===== src/lba_defs.svh =====
/*
  register offsets, reset values, field positions and timing counts of the
  leaky-bucket activity alarm. assumes inclusion by bare name.
*/
`ifndef LBA_DEFS_SVH
`define LBA_DEFS_SVH

// ----------------------------------------------------------------
// register offsets
// ----------------------------------------------------------------
`define LBA_OFF_SET_LIMIT   8'h00
`define LBA_OFF_CLR_LIMIT   8'h01
`define LBA_OFF_DECAY       8'h02
`define LBA_OFF_BUCKET_SIZE 8'h03
`define LBA_OFF_STATUS      8'h04
`define LBA_OFF_IRQ_STAT    8'h05
`define LBA_OFF_IRQ_MASK    8'h06
`define LBA_OFF_LEVEL       8'h07

// ----------------------------------------------------------------
// reset values
// ----------------------------------------------------------------
`define LBA_RST_SET_LIMIT   8'h06
`define LBA_RST_CLR_LIMIT   8'h00
`define LBA_RST_DECAY       2'h1
`define LBA_RST_BUCKET_SIZE 8'h08
`define LBA_RST_IRQ_MASK    2'h0

// ----------------------------------------------------------------
// interrupt field positions
// ----------------------------------------------------------------
`define LBA_IRQ_RAISE 0
`define LBA_IRQ_CLEAR 1

// ----------------------------------------------------------------
// timing
// ----------------------------------------------------------------
`define LBA_CYCLE_MS 128
`define LBA_CLK_HZ   25000000

`endif


===== src/lba_pkg.sv =====
/*
  types of the leaky-bucket activity alarm.
  assumes nothing of its surroundings.
*/
package lba_pkg;

  // ----------------------------------------------------------------
  // types
  // ----------------------------------------------------------------
  typedef logic [7:0] lba_byte_t;
  typedef logic [1:0] lba_decay_t;

endpackage : lba_pkg


===== src/lba_tick_if.sv =====
/*
  interface carrying the observation-cycle tick between the timebase
  and the bucket logic. assumes one clock domain.
*/
`timescale 1ns/1ps
interface lba_tick_if;
  logic tick;
  modport src (output tick);
  modport dst (input  tick);
endinterface : lba_tick_if


===== src/lba_timebase.sv =====
/*
  observation-cycle timebase: one-cycle tick every period_cycles clocks.
  assumes a free-running mclk and synchronous active-high srst.
*/
`timescale 1ns/1ps
module lba_timebase #(
  parameter int unsigned PERIOD_CYCLES = 3200000
) (
  input  wire logic mclk,
  input  wire logic srst,
  lba_tick_if.src   tick_o
);

  // ----------------------------------------------------------------
  // period counter
  // ----------------------------------------------------------------
  logic [31:0] cnt_q;

  // count up, tick on wrap
  always_ff @(posedge mclk) begin
    if (srst) begin
      cnt_q       <= 32'h0;
      tick_o.tick <= 1'b0;
    end else if (cnt_q == PERIOD_CYCLES - 1) begin
      cnt_q       <= 32'h0;
      tick_o.tick <= 1'b1;
    end else begin
      cnt_q       <= cnt_q + 32'h1;
      tick_o.tick <= 1'b0;
    end
  end

endmodule : lba_timebase


===== src/lba_bucket.sv =====
/*
  leaky-bucket activity alarm for one bucket configuration, with its
  register port and interrupt. assumes inputs synchronous to mclk and a
  master that never drives both strobes at once.
*/
// Implementation choices: the address-and-strobe port and the address map.
`timescale 1ns/1ps
`include "lba_defs.svh"

// Notes on behaviour
// - input judged failed or erratic over each fixed 128 ms observation cycle
// - each faulty observation cycle adds one to the accumulator
// - each clean stretch of 1, 2, 4 or 8 cycles subtracts one
// - alarm raised when accumulator reaches upper limit, reset value 0x06
// - alarm cleared when accumulator falls to the lower limit
// - accumulator capped at programmable bucket size, default 0x08
module lba_bucket
  import lba_pkg::*;
#(
  parameter int unsigned PERIOD_CYCLES = (`LBA_CLK_HZ / 1000) * `LBA_CYCLE_MS
) (
  input  wire logic       mclk,
  input  wire logic       srst,
  input  wire logic       fault_in,
  input  wire logic [7:0] reg_addr,
  input  lba_pkg::lba_byte_t reg_wdata,
  input  wire logic       reg_wr,
  input  wire logic       reg_rd,
  output lba_pkg::lba_byte_t reg_rdata,
  output logic            alarm,
  output logic            irq
);
  import lba_pkg::*;

  // ----------------------------------------------------------------
  // observation timebase
  // ----------------------------------------------------------------
  lba_tick_if tick_bus ();

  lba_timebase #(
    .PERIOD_CYCLES (PERIOD_CYCLES)
  ) u_timebase (
    .mclk   (mclk),
    .srst   (srst),
    .tick_o (tick_bus)
  );

  // ----------------------------------------------------------------
  // registers
  // ----------------------------------------------------------------
  lba_byte_t  set_limit_q;
  lba_byte_t  clr_limit_q;
  lba_decay_t decay_q;
  lba_byte_t  bucket_size_q;
  logic [1:0] irq_mask_q;
  logic [1:0] irq_stat_q;
  lba_byte_t  level_q;
  logic       fault_seen_q;
  logic [2:0] clean_q;
  logic       alarm_q;
  logic       irq_q;

  // software-written configuration
  always_ff @(posedge mclk) begin
    if (srst) begin
      set_limit_q   <= `LBA_RST_SET_LIMIT;
      clr_limit_q   <= `LBA_RST_CLR_LIMIT;
      decay_q       <= `LBA_RST_DECAY;
      bucket_size_q <= `LBA_RST_BUCKET_SIZE;
      irq_mask_q    <= `LBA_RST_IRQ_MASK;
    end else if (reg_wr) begin
      unique case (reg_addr)
        `LBA_OFF_SET_LIMIT:   set_limit_q   <= reg_wdata;
        `LBA_OFF_CLR_LIMIT:   clr_limit_q   <= reg_wdata;
        `LBA_OFF_DECAY:       decay_q       <= reg_wdata[1:0];
        `LBA_OFF_BUCKET_SIZE: bucket_size_q <= reg_wdata;
        `LBA_OFF_IRQ_MASK:    irq_mask_q    <= reg_wdata[1:0];
        default: ;
      endcase
    end
  end

  // ----------------------------------------------------------------
  // fault capture within the observation cycle
  // ----------------------------------------------------------------
  // sticky until the cycle ends; a fault on the tick counts for next cycle
  always_ff @(posedge mclk) begin
    if (srst) begin
      fault_seen_q <= 1'b0;
    end else if (tick_bus.tick) begin
      fault_seen_q <= fault_in;
    end else if (fault_in) begin
      fault_seen_q <= 1'b1;
    end
  end

  // ----------------------------------------------------------------
  // accumulator
  // ----------------------------------------------------------------
  logic [3:0] clean_len;
  assign clean_len = 4'h1 << decay_q; // 1, 2, 4 or 8 cycles

  // fill on faulty cycle, leak after a clean stretch
  always_ff @(posedge mclk) begin
    if (srst) begin
      level_q <= 8'h00;
      clean_q <= 3'h0;
    end else if (tick_bus.tick) begin
      if (fault_seen_q) begin
        clean_q <= 3'h0;
        if (level_q < bucket_size_q) begin
          level_q <= level_q + 8'h01;
        end
      end else if ({1'b0, clean_q} + 4'h1 >= clean_len) begin
        clean_q <= 3'h0;
        if (level_q != 8'h00) begin
          level_q <= level_q - 8'h01;
        end
      end else begin
        clean_q <= clean_q + 3'h1;
      end
    end
  end

  // ----------------------------------------------------------------
  // alarm with hysteresis
  // ----------------------------------------------------------------
  logic raise_ev;
  logic clear_ev;
  assign raise_ev = !alarm_q && (level_q >= set_limit_q);
  assign clear_ev = alarm_q && (level_q <= clr_limit_q);

  // set at upper limit, cleared at lower limit
  always_ff @(posedge mclk) begin
    if (srst) begin
      alarm_q <= 1'b0;
    end else if (raise_ev) begin
      alarm_q <= 1'b1;
    end else if (clear_ev) begin
      alarm_q <= 1'b0;
    end
  end
  assign alarm = alarm_q;

  // ----------------------------------------------------------------
  // interrupt status and output
  // ----------------------------------------------------------------
  logic [1:0] irq_set;
  logic [1:0] irq_clr;
  assign irq_set = {clear_ev, raise_ev};
  assign irq_clr = (reg_wr && reg_addr == `LBA_OFF_IRQ_STAT) ? reg_wdata[1:0] : 2'h0;

  // mask as it stands after this edge, so irq never lags a mask write
  logic [1:0] irq_mask_d;
  assign irq_mask_d = (reg_wr && reg_addr == `LBA_OFF_IRQ_MASK) ? reg_wdata[1:0] : irq_mask_q;

  // write one to clear; a new event wins over the clear
  always_ff @(posedge mclk) begin
    if (srst) begin
      irq_stat_q <= 2'h0;
      irq_q      <= 1'b0;
    end else begin
      irq_stat_q <= (irq_stat_q & ~irq_clr) | irq_set;
      irq_q      <= |(((irq_stat_q & ~irq_clr) | irq_set) & irq_mask_d);
    end
  end
  assign irq = irq_q;

  // ----------------------------------------------------------------
  // read port
  // ----------------------------------------------------------------
  // data valid the cycle after the read strobe; unmapped reads zero
  always_ff @(posedge mclk) begin
    if (srst) begin
      reg_rdata <= 8'h00;
    end else if (reg_rd) begin
      unique case (reg_addr)
        `LBA_OFF_SET_LIMIT:   reg_rdata <= set_limit_q;
        `LBA_OFF_CLR_LIMIT:   reg_rdata <= clr_limit_q;
        `LBA_OFF_DECAY:       reg_rdata <= {6'h00, decay_q};
        `LBA_OFF_BUCKET_SIZE: reg_rdata <= bucket_size_q;
        `LBA_OFF_STATUS:      reg_rdata <= {7'h00, alarm_q};
        `LBA_OFF_IRQ_STAT:    reg_rdata <= {6'h00, irq_stat_q};
        `LBA_OFF_IRQ_MASK:    reg_rdata <= {6'h00, irq_mask_q};
        `LBA_OFF_LEVEL:       reg_rdata <= level_q;
        default:              reg_rdata <= 8'h00;
      endcase
    end else begin
      reg_rdata <= 8'h00;
    end
  end

endmodule : lba_bucket


===== config.mk =====
export PLATFORM = sky130hd
export DESIGN_NAME = lba_bucket
export DESIGN_NICKNAME = d
export VERILOG_FILES = /design/src/lba_pkg.sv /design/src/lba_tick_if.sv /design/src/lba_timebase.sv /design/src/lba_bucket.sv
export VERILOG_INCLUDE_DIRS = /design/src
export SDC_FILE = /design/constraint.sdc
export NUM_CORES = 1
export LEC_CHECK = 0
export ABC_AREA = 1
export BUFFER_PORTS_ARGS = -buffer_cell sky130_fd_sc_hd__buf_2
export CAP_MARGIN = 20
export CORE_MARGIN = 8
export CORE_UTILIZATION = 51
export CTS_CLUSTER_DIAMETER = 100
export DETAILED_ROUTE_END_ITERATION = 7
export GPL_TIMING_DRIVEN = 0
export HOLD_SLACK_MARGIN = 0.08
export PLACE_DENSITY = 0.69
export SETUP_SLACK_MARGIN = 0.2
export SLEW_MARGIN = 20
export SYNTH_ARGS = -nofsm -noshare
export SYNTH_HDL_FRONTEND = slang
export SYNTH_SLANG_ARGS = --single-unit

===== constraint.sdc =====
create_clock -name mclk -period 3.5 [get_ports mclk]
set_clock_uncertainty 0.15 [all_clocks]
set_input_delay 0.175 -clock mclk [delete_from_list [all_inputs] [get_ports mclk]]
set_output_delay 0.175 -clock mclk [all_outputs]
set_load 0.03 [all_outputs]

* Word-level counts from Yosys, hierarchy flattened
Index checks and enable logic that the tools add are counted.
Widths: inputs -> output; s select.
** Storage, ports and cells
- Register bits :: 85
- Output and inout port bits :: 10
- Logic and storage cells :: 72
** Operators by class
- Bitwise gates (word level) :: 5
- $add $sub $neg :: 5
- Multiplexer cells :: 14
- Reductions and logical operators :: 20
- Shift-type cells :: 1
- Magnitude comparators :: 4
- Equality and inequality tests :: 9
** Operators with widths (number)
- $pmux 8 s8 :: 1
- $add 32x1->32 const B :: 1
- $eq 32x22->1 const B :: 1
- $eq 8x3->1 const B :: 4
- $mux 8 :: 4
- $eq 8x2->1 const B :: 2
- $reduce_and 2->1 :: 5
- $add 8x1->8 const B :: 1
- $eq 8x1->1 const B :: 1
- $ge 8x8->1 :: 1
- $le 8x8->1 :: 1
- $logic_not 8->1 :: 1
- $lt 8x8->1 :: 1
- $reduce_bool 2->1 :: 4
- $reduce_bool 8->1 :: 1
- $sub 8x1->8 const B :: 1
- $mux 3 :: 2
- $reduce_or 2->1 :: 3
- $mux 1 :: 5
- $add 3x1->4 const B :: 1
- $and 2x2->2 :: 2
- $ge 4x4->1 :: 1
- $logic_and 1x1->1 :: 4
- $mux 2 :: 2
- 8 further kinds :: 8

* Logic depth before layout (Yosys ltp)
Gate-level depths: netlist (run 1).
- Depth in word-level cells :: 8
- Depth in mapped cells :: 13
- Mapped depth without buffers :: 13

* Cells and area by module
Synthesis (run 1) repeated with hierarchy kept, for this count alone.
** Second synthesis, totals
- Cells, all modules :: 749
- Area, all modules :: 5101.1 um2
** Modules (own cells, without submodules)
- lba_bucket :: area an instance 3244.4 um2, sequential area each 1041.0 um2, cells each 437, instances 1
- lba_timebase :: area an instance 1856.8 um2, sequential area each 660.6 um2, cells each 312, instances 1

* Worst setup path before layout (run 1)
No wires, ideal clock.
- Path type :: register to register
- From :: register decay_q[0]
- To :: register level_q[5]
- Required time :: 3.235 ns
- Stages on the path, launching flop included :: 14
- Slack :: 1.551 ns
- Data arrival time :: 1.684 ns
- Buffers on the path :: 1
- Path through :: dfxtp_1 -> inv_1 -> or2_2 -> ha_1 -> inv_1 -> o21bai_1 -> nand2_1 -> nand4_1 -> nand2_1 -> inv_2 -> buf_4 -> nand3_1 -> nand2_1 -> nor2_1
** Between the ends
- Word-level cells in the longest chain between the ends :: 4
** RTL lines
- start: declaration :: RTL line lba_bucket.sv:53 : lba_decay_t decay_q;
- start signal: assignment :: RTL line lba_bucket.sv:68 : decay_q <= `LBA_RST_DECAY;
- start signal: assignment :: RTL line lba_bucket.sv:75 : `LBA_OFF_DECAY: decay_q <= reg_wdata[1:0];
- $shl 1x2->4 :: RTL line lba_bucket.sv:101 : assign clean_len = 4'h1 << decay_q;
- $ge 4x4->1 :: RTL line lba_bucket.sv:114 : end else if ({1'b0, clean_q} + 4'h1 >= clean_len) begin
- $reduce_bool 2->1 (no source line)
- $reduce_and 4->1 (no source line)
- end signal: assignment :: RTL line lba_bucket.sv:112 : level_q <= level_q + 8'h01;
- end signal: assignment :: RTL line lba_bucket.sv:117 : level_q <= level_q - 8'h01;
- end: declaration :: RTL line lba_bucket.sv:57 : lba_byte_t level_q;
No other way between the ends.
A chain may end at the register's enable or synchronous reset.

* Final worst setup path (run 1)
- From :: register decay_q[0]
- To :: register level_q[6]
Same word-level chain as after synthesis.

==> impl_metrics.ini, run 1 <==
[run_status]
status = complete, no violations

[grt]
grt-ovfl-total = 0
grt_max_degree = 15
grt_pass1_wl_um = 21300
antenna_found_initial = 0
track_usage = 0.200
grt_pass1_vias = 4584

[timing]
fmax_mhz = 462
layout_min_cycle_time_ps = 2170
worst_pin_slew_ps = 521
min_period_over_period = 0.619
hold_slack_ps = 125
worst_slack_ps = 1330
slew_violations = 0
relSlewSlack = 0.653
finalHoldViolations = 0
setup_viol = 0
rsz0062_at_grt = no
setup-tns-final_ps = 0

[finish]
seqCellArea_um2 = 1700
fill_cells = 942
syn2layout_area_growth_pct = 13.2
multi_input_area_um2 = 2830
final_core_util = 0.590
antennaDiodeCount = 0
layout-drive-gt1-share = 0.117
layout.nets = 844

[yosys]
async_flop_share = 0
synth_top_family_by_area = simple AND/OR/NAND/NOR gates
yosys.area_share.simple = 0.315
synthesis.area_um2 = 5040
synth-seq-area-share = 0.337
synth-edff-count = 0
yosysTopAreaCell = dfxtp_1
ys_dominant_reg_cell = dfxtp_1
synthAdderAreaFrac = 0.0908
ys_top_cells_by_count = 166 x nand2_1, 100 x inv_1, 85 x dfxtp_1
yosys_warnings = 0
synth_cell_types = 43
synth_mux_area_frac = 0
syn_avg_cell_area_um2 = 6.87
syn_nets = 791
synth_compound_area_frac = 0.134
synth_top_area_share = 0.337
synthXorXnorAreaFrac = 0.0208
synth.area.top_cells = dfxtp_1 34%, nand2_1 12%, ha_1 8.7%
synthCells = 734
ys_seq_elements = 85
synth_most_common_cell = nand2_1

[clock_network]
cts.sinks = 85
insertion_delay_ps = 360
cts_made_buffers = 9
root_buffer = clkbuf_8
cts_tree = done
ctsHtreeMaxLevel = 3
cts.clk_slew.worst_paths_ps = 100
cts_buffer_depth = 2

[pwr]
power_frac_seq = 0.518
p_switching_w = 0.000447
power_frac_comb = 0.057
cellPowerDensity_nw_per_um2 = 330
p_int_w = 0.00144
peakVddDrop_v = 0.000234
swShare = 0.237
leakagePower_nw = 2.43
p_total_w = 0.00189
clkPwrFrac = 0.426

[die]
die_w_um = 115
die_h_um = 115
io_pins = 31
initial_core_util = 0.521
core_um2 = 9680
rows = 36
die_area_um2 = 13300

[job]
maxCapViolCount = 0

[place]
gp_congestion = 0.902
dp_hpwl_um = 10000
portBuffers = 29
pre_cts_ws_ps = 1360

[critical_path]
worstPathMaxFanout = 10
arrival_ps = 2270
path_class = register to register
cp.required_ps = 3600
cp-start-kind = register
end_kind = register

[detailed_routing]
vias = 4865
wl_per_cell_um = 13.7
ant_nets = 0
drc = 0
drt_pass1_iterations = 5
drt_iter0_drc = 361
vias_per_cell = 5.26
wl_um = 12700

[hold_path]
hold_path_class = input port to register
registers in the layout, summed over array words and instances (netlist names):
| name | cells |
|---|---|
| set_limit_q | 8 |
| irq_stat_q | 2 |
| irq_mask_q | 2 |
| clean_q | 3 |
| reg_rdata | 8 |
| bucket_size_q | 8 |
| level_q | 8 |
| fault_seen_q | 1 |
| clr_limit_q | 8 |
| alarm | 1 |
| u_timebase.tick_o.tick | 1 |
| u_timebase.cnt_q | 32 |
| decay_q | 2 |
| irq | 1 |
power groups by stage:
stage	registers, W	clock network (W)	logic [W]
5_1_grt	0.000977	0.000855	0.000119
2_1_floorplan	0.000997	0	0.0000605
4_1_cts	0.000976	0.000806	0.000106
6_report	0.000976	0.000803	0.000107
3_5_place_dp	0.000999	0	0.0000940
3_3_place_gp	0.000998	0	0.0000920
per-layer routing:
metal	part of all wire	GRT usage	up-vias
met1	0.50	0.276	2212
met4	0.014	0.0622	0
met5	0	0	-
li1	-	-	2490
met3	0.072	0.0412	18
met2	0.42	0.306	145
placed cells by master, fill, tap and decap left out, types with 3 or more instances in the layout:
| cell type | instances |
|---|---|
| a21oi_1 | 70 |
| buf_2 | 33 |
| buf_6 | 6 |
| clkbuf_1 | 3 |
| clkbuf_8 | 10 |
| dfxtp_1 | 85 |
| dlygate4sd3_1 | 13 |
| ha_1 | 35 |
| inv_1 | 100 |
| inv_2 | 8 |
| nand2_1 | 166 |
| nand2_2 | 6 |
| nand3_1 | 44 |
| nand4_1 | 13 |
| nor2_1 | 81 |
| nor2_2 | 9 |
| nor3_1 | 12 |
| o211ai_1 | 5 |
| o21ai_0 | 25 |
| o21ai_1 | 7 |
| o22ai_1 | 12 |
| or2_2 | 4 |
| xnor2_1 | 4 |
| xor2_1 | 8 |
area by class of cell:
class / count / share of cell area
multi-input cells: 527 / 0.496
flip-flops and latches: 85 / 0.298
inverters: 109 / 0.0716
repair buffers: 42 / 0.0482
well taps: 133 / 0.0291
clock buffers: 11 / 0.0248
plain buffers: 13 / 0.0180
clock inverters: 5 / 0.0145
critical path, cell delays in order, from the launching register on:
cell and delay [ps]:
dfxtp_1 420, inv_1 70, or2_2 280, ha_1 300, inv_1 40, o21bai_1 110
nand2_1 60, nand4_1 90, nand2_1 80, inv_2 110, buf_4 180, nand3_1 80
nand2_1 60, nor2_1 40
logic make-up after synthesis:
logic type / after synthesis
simple gates: 353
fa+ha+maj: 36
flops: 85
compound gates: 126
buf+inv: 122
xor+xnor: 12
worst paths after layout:
path | start | end | slack (ps) | cells past startpoint
max | decay_q[0] | level_q[6] | 1330 | 13
min | reg_addr[0] | irq_mask_q[1] | 130 | 5
max reg2reg | decay_q[0] | level_q[6] | 1330 | 13
min reg2reg | u_timebase.cnt_q[30] | u_timebase.cnt_q[30] | 320 | 2
through the flow:
stage               cell area [um^2]  instances
floorplan                       5040        734
global placement                5360        896
detailed placement              5360        896
CTS                             5710        925
global route                    5710        925
finish                          5710        925
timing repair:
action,4_1_cts,5_1_grt
buffers inserted,0,0
hold buffers,13,0
resized for setup,0,0
endpoints found under the hold margin,40,0
(Power assumes the default switching activity.)
==> run 2: changes to the inputs <==
- ABC_AREA: 1 -> 0
- clock period: 3.5 -> 2.2 ns (I/O delays scaled with it)
==> run 2 against run 1 <==
Compared with the run above:
- the run now ends with negative setup slack left
- sequential power rose by 58%
- count of clock-buffer cells in the layout grew 2
- wire length is 12% higher
==> impl_metrics.ini, run 2 <==
[clock_network]
ctsHtreeMaxLevel = 3
cts.clk_slew.worst_paths_ps = 90
cts.sinks = 85
insertion_delay_ps = 360
cts_tree = done
cts_made_buffers = 9
root_buffer = clkbuf_8
cts_buffer_depth = 2

[timing]
setup_viol = 1
layout_min_cycle_time_ps = 2200
worst_pin_slew_ps = 706
worst_slack_ps = -2.45
relSlewSlack = 0.530
finalHoldViolations = 0
min_period_over_period = 1.00
fmax_mhz = 454
rsz0062_at_grt = yes
slew_violations = 0

[critical_path]
arrival_ps = 2350
critPathBufInv = 3
cp.required_ps = 2350
end_kind = register
path_class = register to register
worstPathMaxFanout = 4
slowest_stage = a2111o_1
critical-path-top-delay-family = compound AO/OA/AOI/OAI gates
max_stage_delay_ps = 390
cp-start-kind = register
crit_chain = buf_8 -> clkinvlp_4 -> buf_6 -> ha_4 -> a21oi_4 -> o2111ai_4 -> a2111o_1 -> a211o_1 -> nand4_1

[die]
core_um2 = 9110
die_w_um = 112
io_pins = 31
die_area_um2 = 12600
rows = 35
die_h_um = 112
initial_core_util = 0.520

[detailed_routing]
vias = 4600
drt_pass1_iterations = 5
ant_nets = 0
drt_iter0_drc = 260
drc = 0
wl_per_cell_um = 18.7
vias_per_cell = 6.04
wl_um = 14200

[yosys]
async_flop_share = 0
ys_seq_elements = 85
synthCells = 554
syn_avg_cell_area_um2 = 8.55
yosysTopAreaCell = dfxtp_1
yosys_warnings = 0
synthesis.area_um2 = 4730
synth_most_common_cell = dfxtp_1
synth-seq-area-share = 0.359
ys_top_cells_by_count = 85 x dfxtp_1, 60 x nor2_1, 44 x nand2_1
synth.area.top_cells = dfxtp_1 36%, ha_1 9.2%, mux2i_1 5.1%
synth_cell_types = 64
syn_nets = 611
ys_dominant_reg_cell = dfxtp_1
synth_top_area_share = 0.359
synth-edff-count = 0

[finish]
layout.nets = 702
antennaDiodeCount = 0
layout_common_cells = 55 x dfxtp_1, 40 x nand2_1, 40 x nor2_1
regMostFlops = u_timebase.cnt_q
final_common_cell = dfxtp_1
syn2layout_area_growth_pct = 35.9
largest_reg_flops = 32
layout-drive-gt1-share = 0.337
final_core_util = 0.706
fill_cells = 712

[place]
pre_cts_ws_ps = -295
dp_hpwl_um = 9080
portBuffers = 27
gp_congestion = 0.921

[grt]
grt_pass1_wl_um = 21800
antenna_found_initial = 0
track_usage = 0.213
grt_pass1_vias = 4473
grt_max_degree = 14
grt-ovfl-total = 0

[pwr]
leakagePower_nw = 2.44
p_total_w = 0.00286
cellPowerDensity_nw_per_um2 = 444
peakVddDrop_v = 0.000341

[job]
maxCapViolCount = 0

[run_status]
violations = negative setup slack
status = finished with violations

[hold_path]
hold_path_class = input port to register
## run 2: cell families after synthesis
kind of cell | after synthesis | synth area share
AOI/OAI and AO/OA | 104 | 0.145
xor gates and xnor gates | 29 | 0.0536
adders and majority gates | 36 | 0.0967
buffers and inverters | 55 | 0.0473
DFF | 85 | 0.359
muxes | 25 | 0.0531
and+or+nand+nor | 220 | 0.245
## run 2: final cells by class
cell class / instances / area [um^2] / share of cell area
Clock inverter: 3 / 21.3 / 0.00331
Sequential cell: 85 / 1760 / 0.273
Timing Repair Buffer: 79 / 636 / 0.0988
Clock buffer: 13 / 149 / 0.0231
Tap cell: 111 / 139 / 0.0216
Multi-Input combinational cell: 415 / 3440 / 0.534
Inverter: 35 / 135 / 0.0210
Buffer: 20 / 158 / 0.0245
## run 2: tightest hold or removal path: cells and delay by family
kind            cells  cell delay [ps]
compound gates      1               70
buf+inv             1              110
simple gates        3              270
## run 2: path summary, 6_finish.rpt
check	slack [ps]	start	to	depth (start not counted)
worst max-delay path	-2	fault_seen_q	level_q[7]	9
worst min-delay path	80	reg_addr[5]	irq_stat_q[1]	5
worst max register to register	-2	fault_seen_q	level_q[7]	9
worst min register to register	330	set_limit_q[0]	set_limit_q[0]	2
## run 2: where the power goes
part / switching, W / leakage, nW / internal [W] / total (W)
sequential: 0.00000756 / 0.700 / 0.00153 / 0.00154
clock: 0.000572 / 0.0836 / 0.000443 / 0.00102
combinational: 0.000168 / 1.66 / 0.000132 / 0.000300
## run 2: what timing repair did
action / 4_1_cts / 5_1_grt
hold buffers: 13 / 0
buffers inserted: 17 / 19
cloned: 3 / 1
setup endpoints to repair: 44 / 47
hold endpoints to repair: 37 / 0
resized for setup: 74 / 101
pin swaps: 36 / 53
## run 2: through the flow
stage	instances	instance area (um^2)	hold WS, ps	TNS [ps]
final	761	6430	77.9	-2.45
after floorplan	554	4840	77.4	-115
after global placement	692	5120	179	-1660
after global routing	761	6430	117	-144
after detailed placement	692	5120	180	-2640
after CTS	741	5910	84.7	-19.5
## run 2: metal layers
layer / GRT usage / vias to the layer above / wire [um]
met5: 0 / - / 0
met4: 0.119 / 0 / 368
met3: 0.0451 / 36 / 852
met2: 0.365 / 158 / 7200
met1: 0.241 / 2215 / 5810
li1: - / 2191 / -
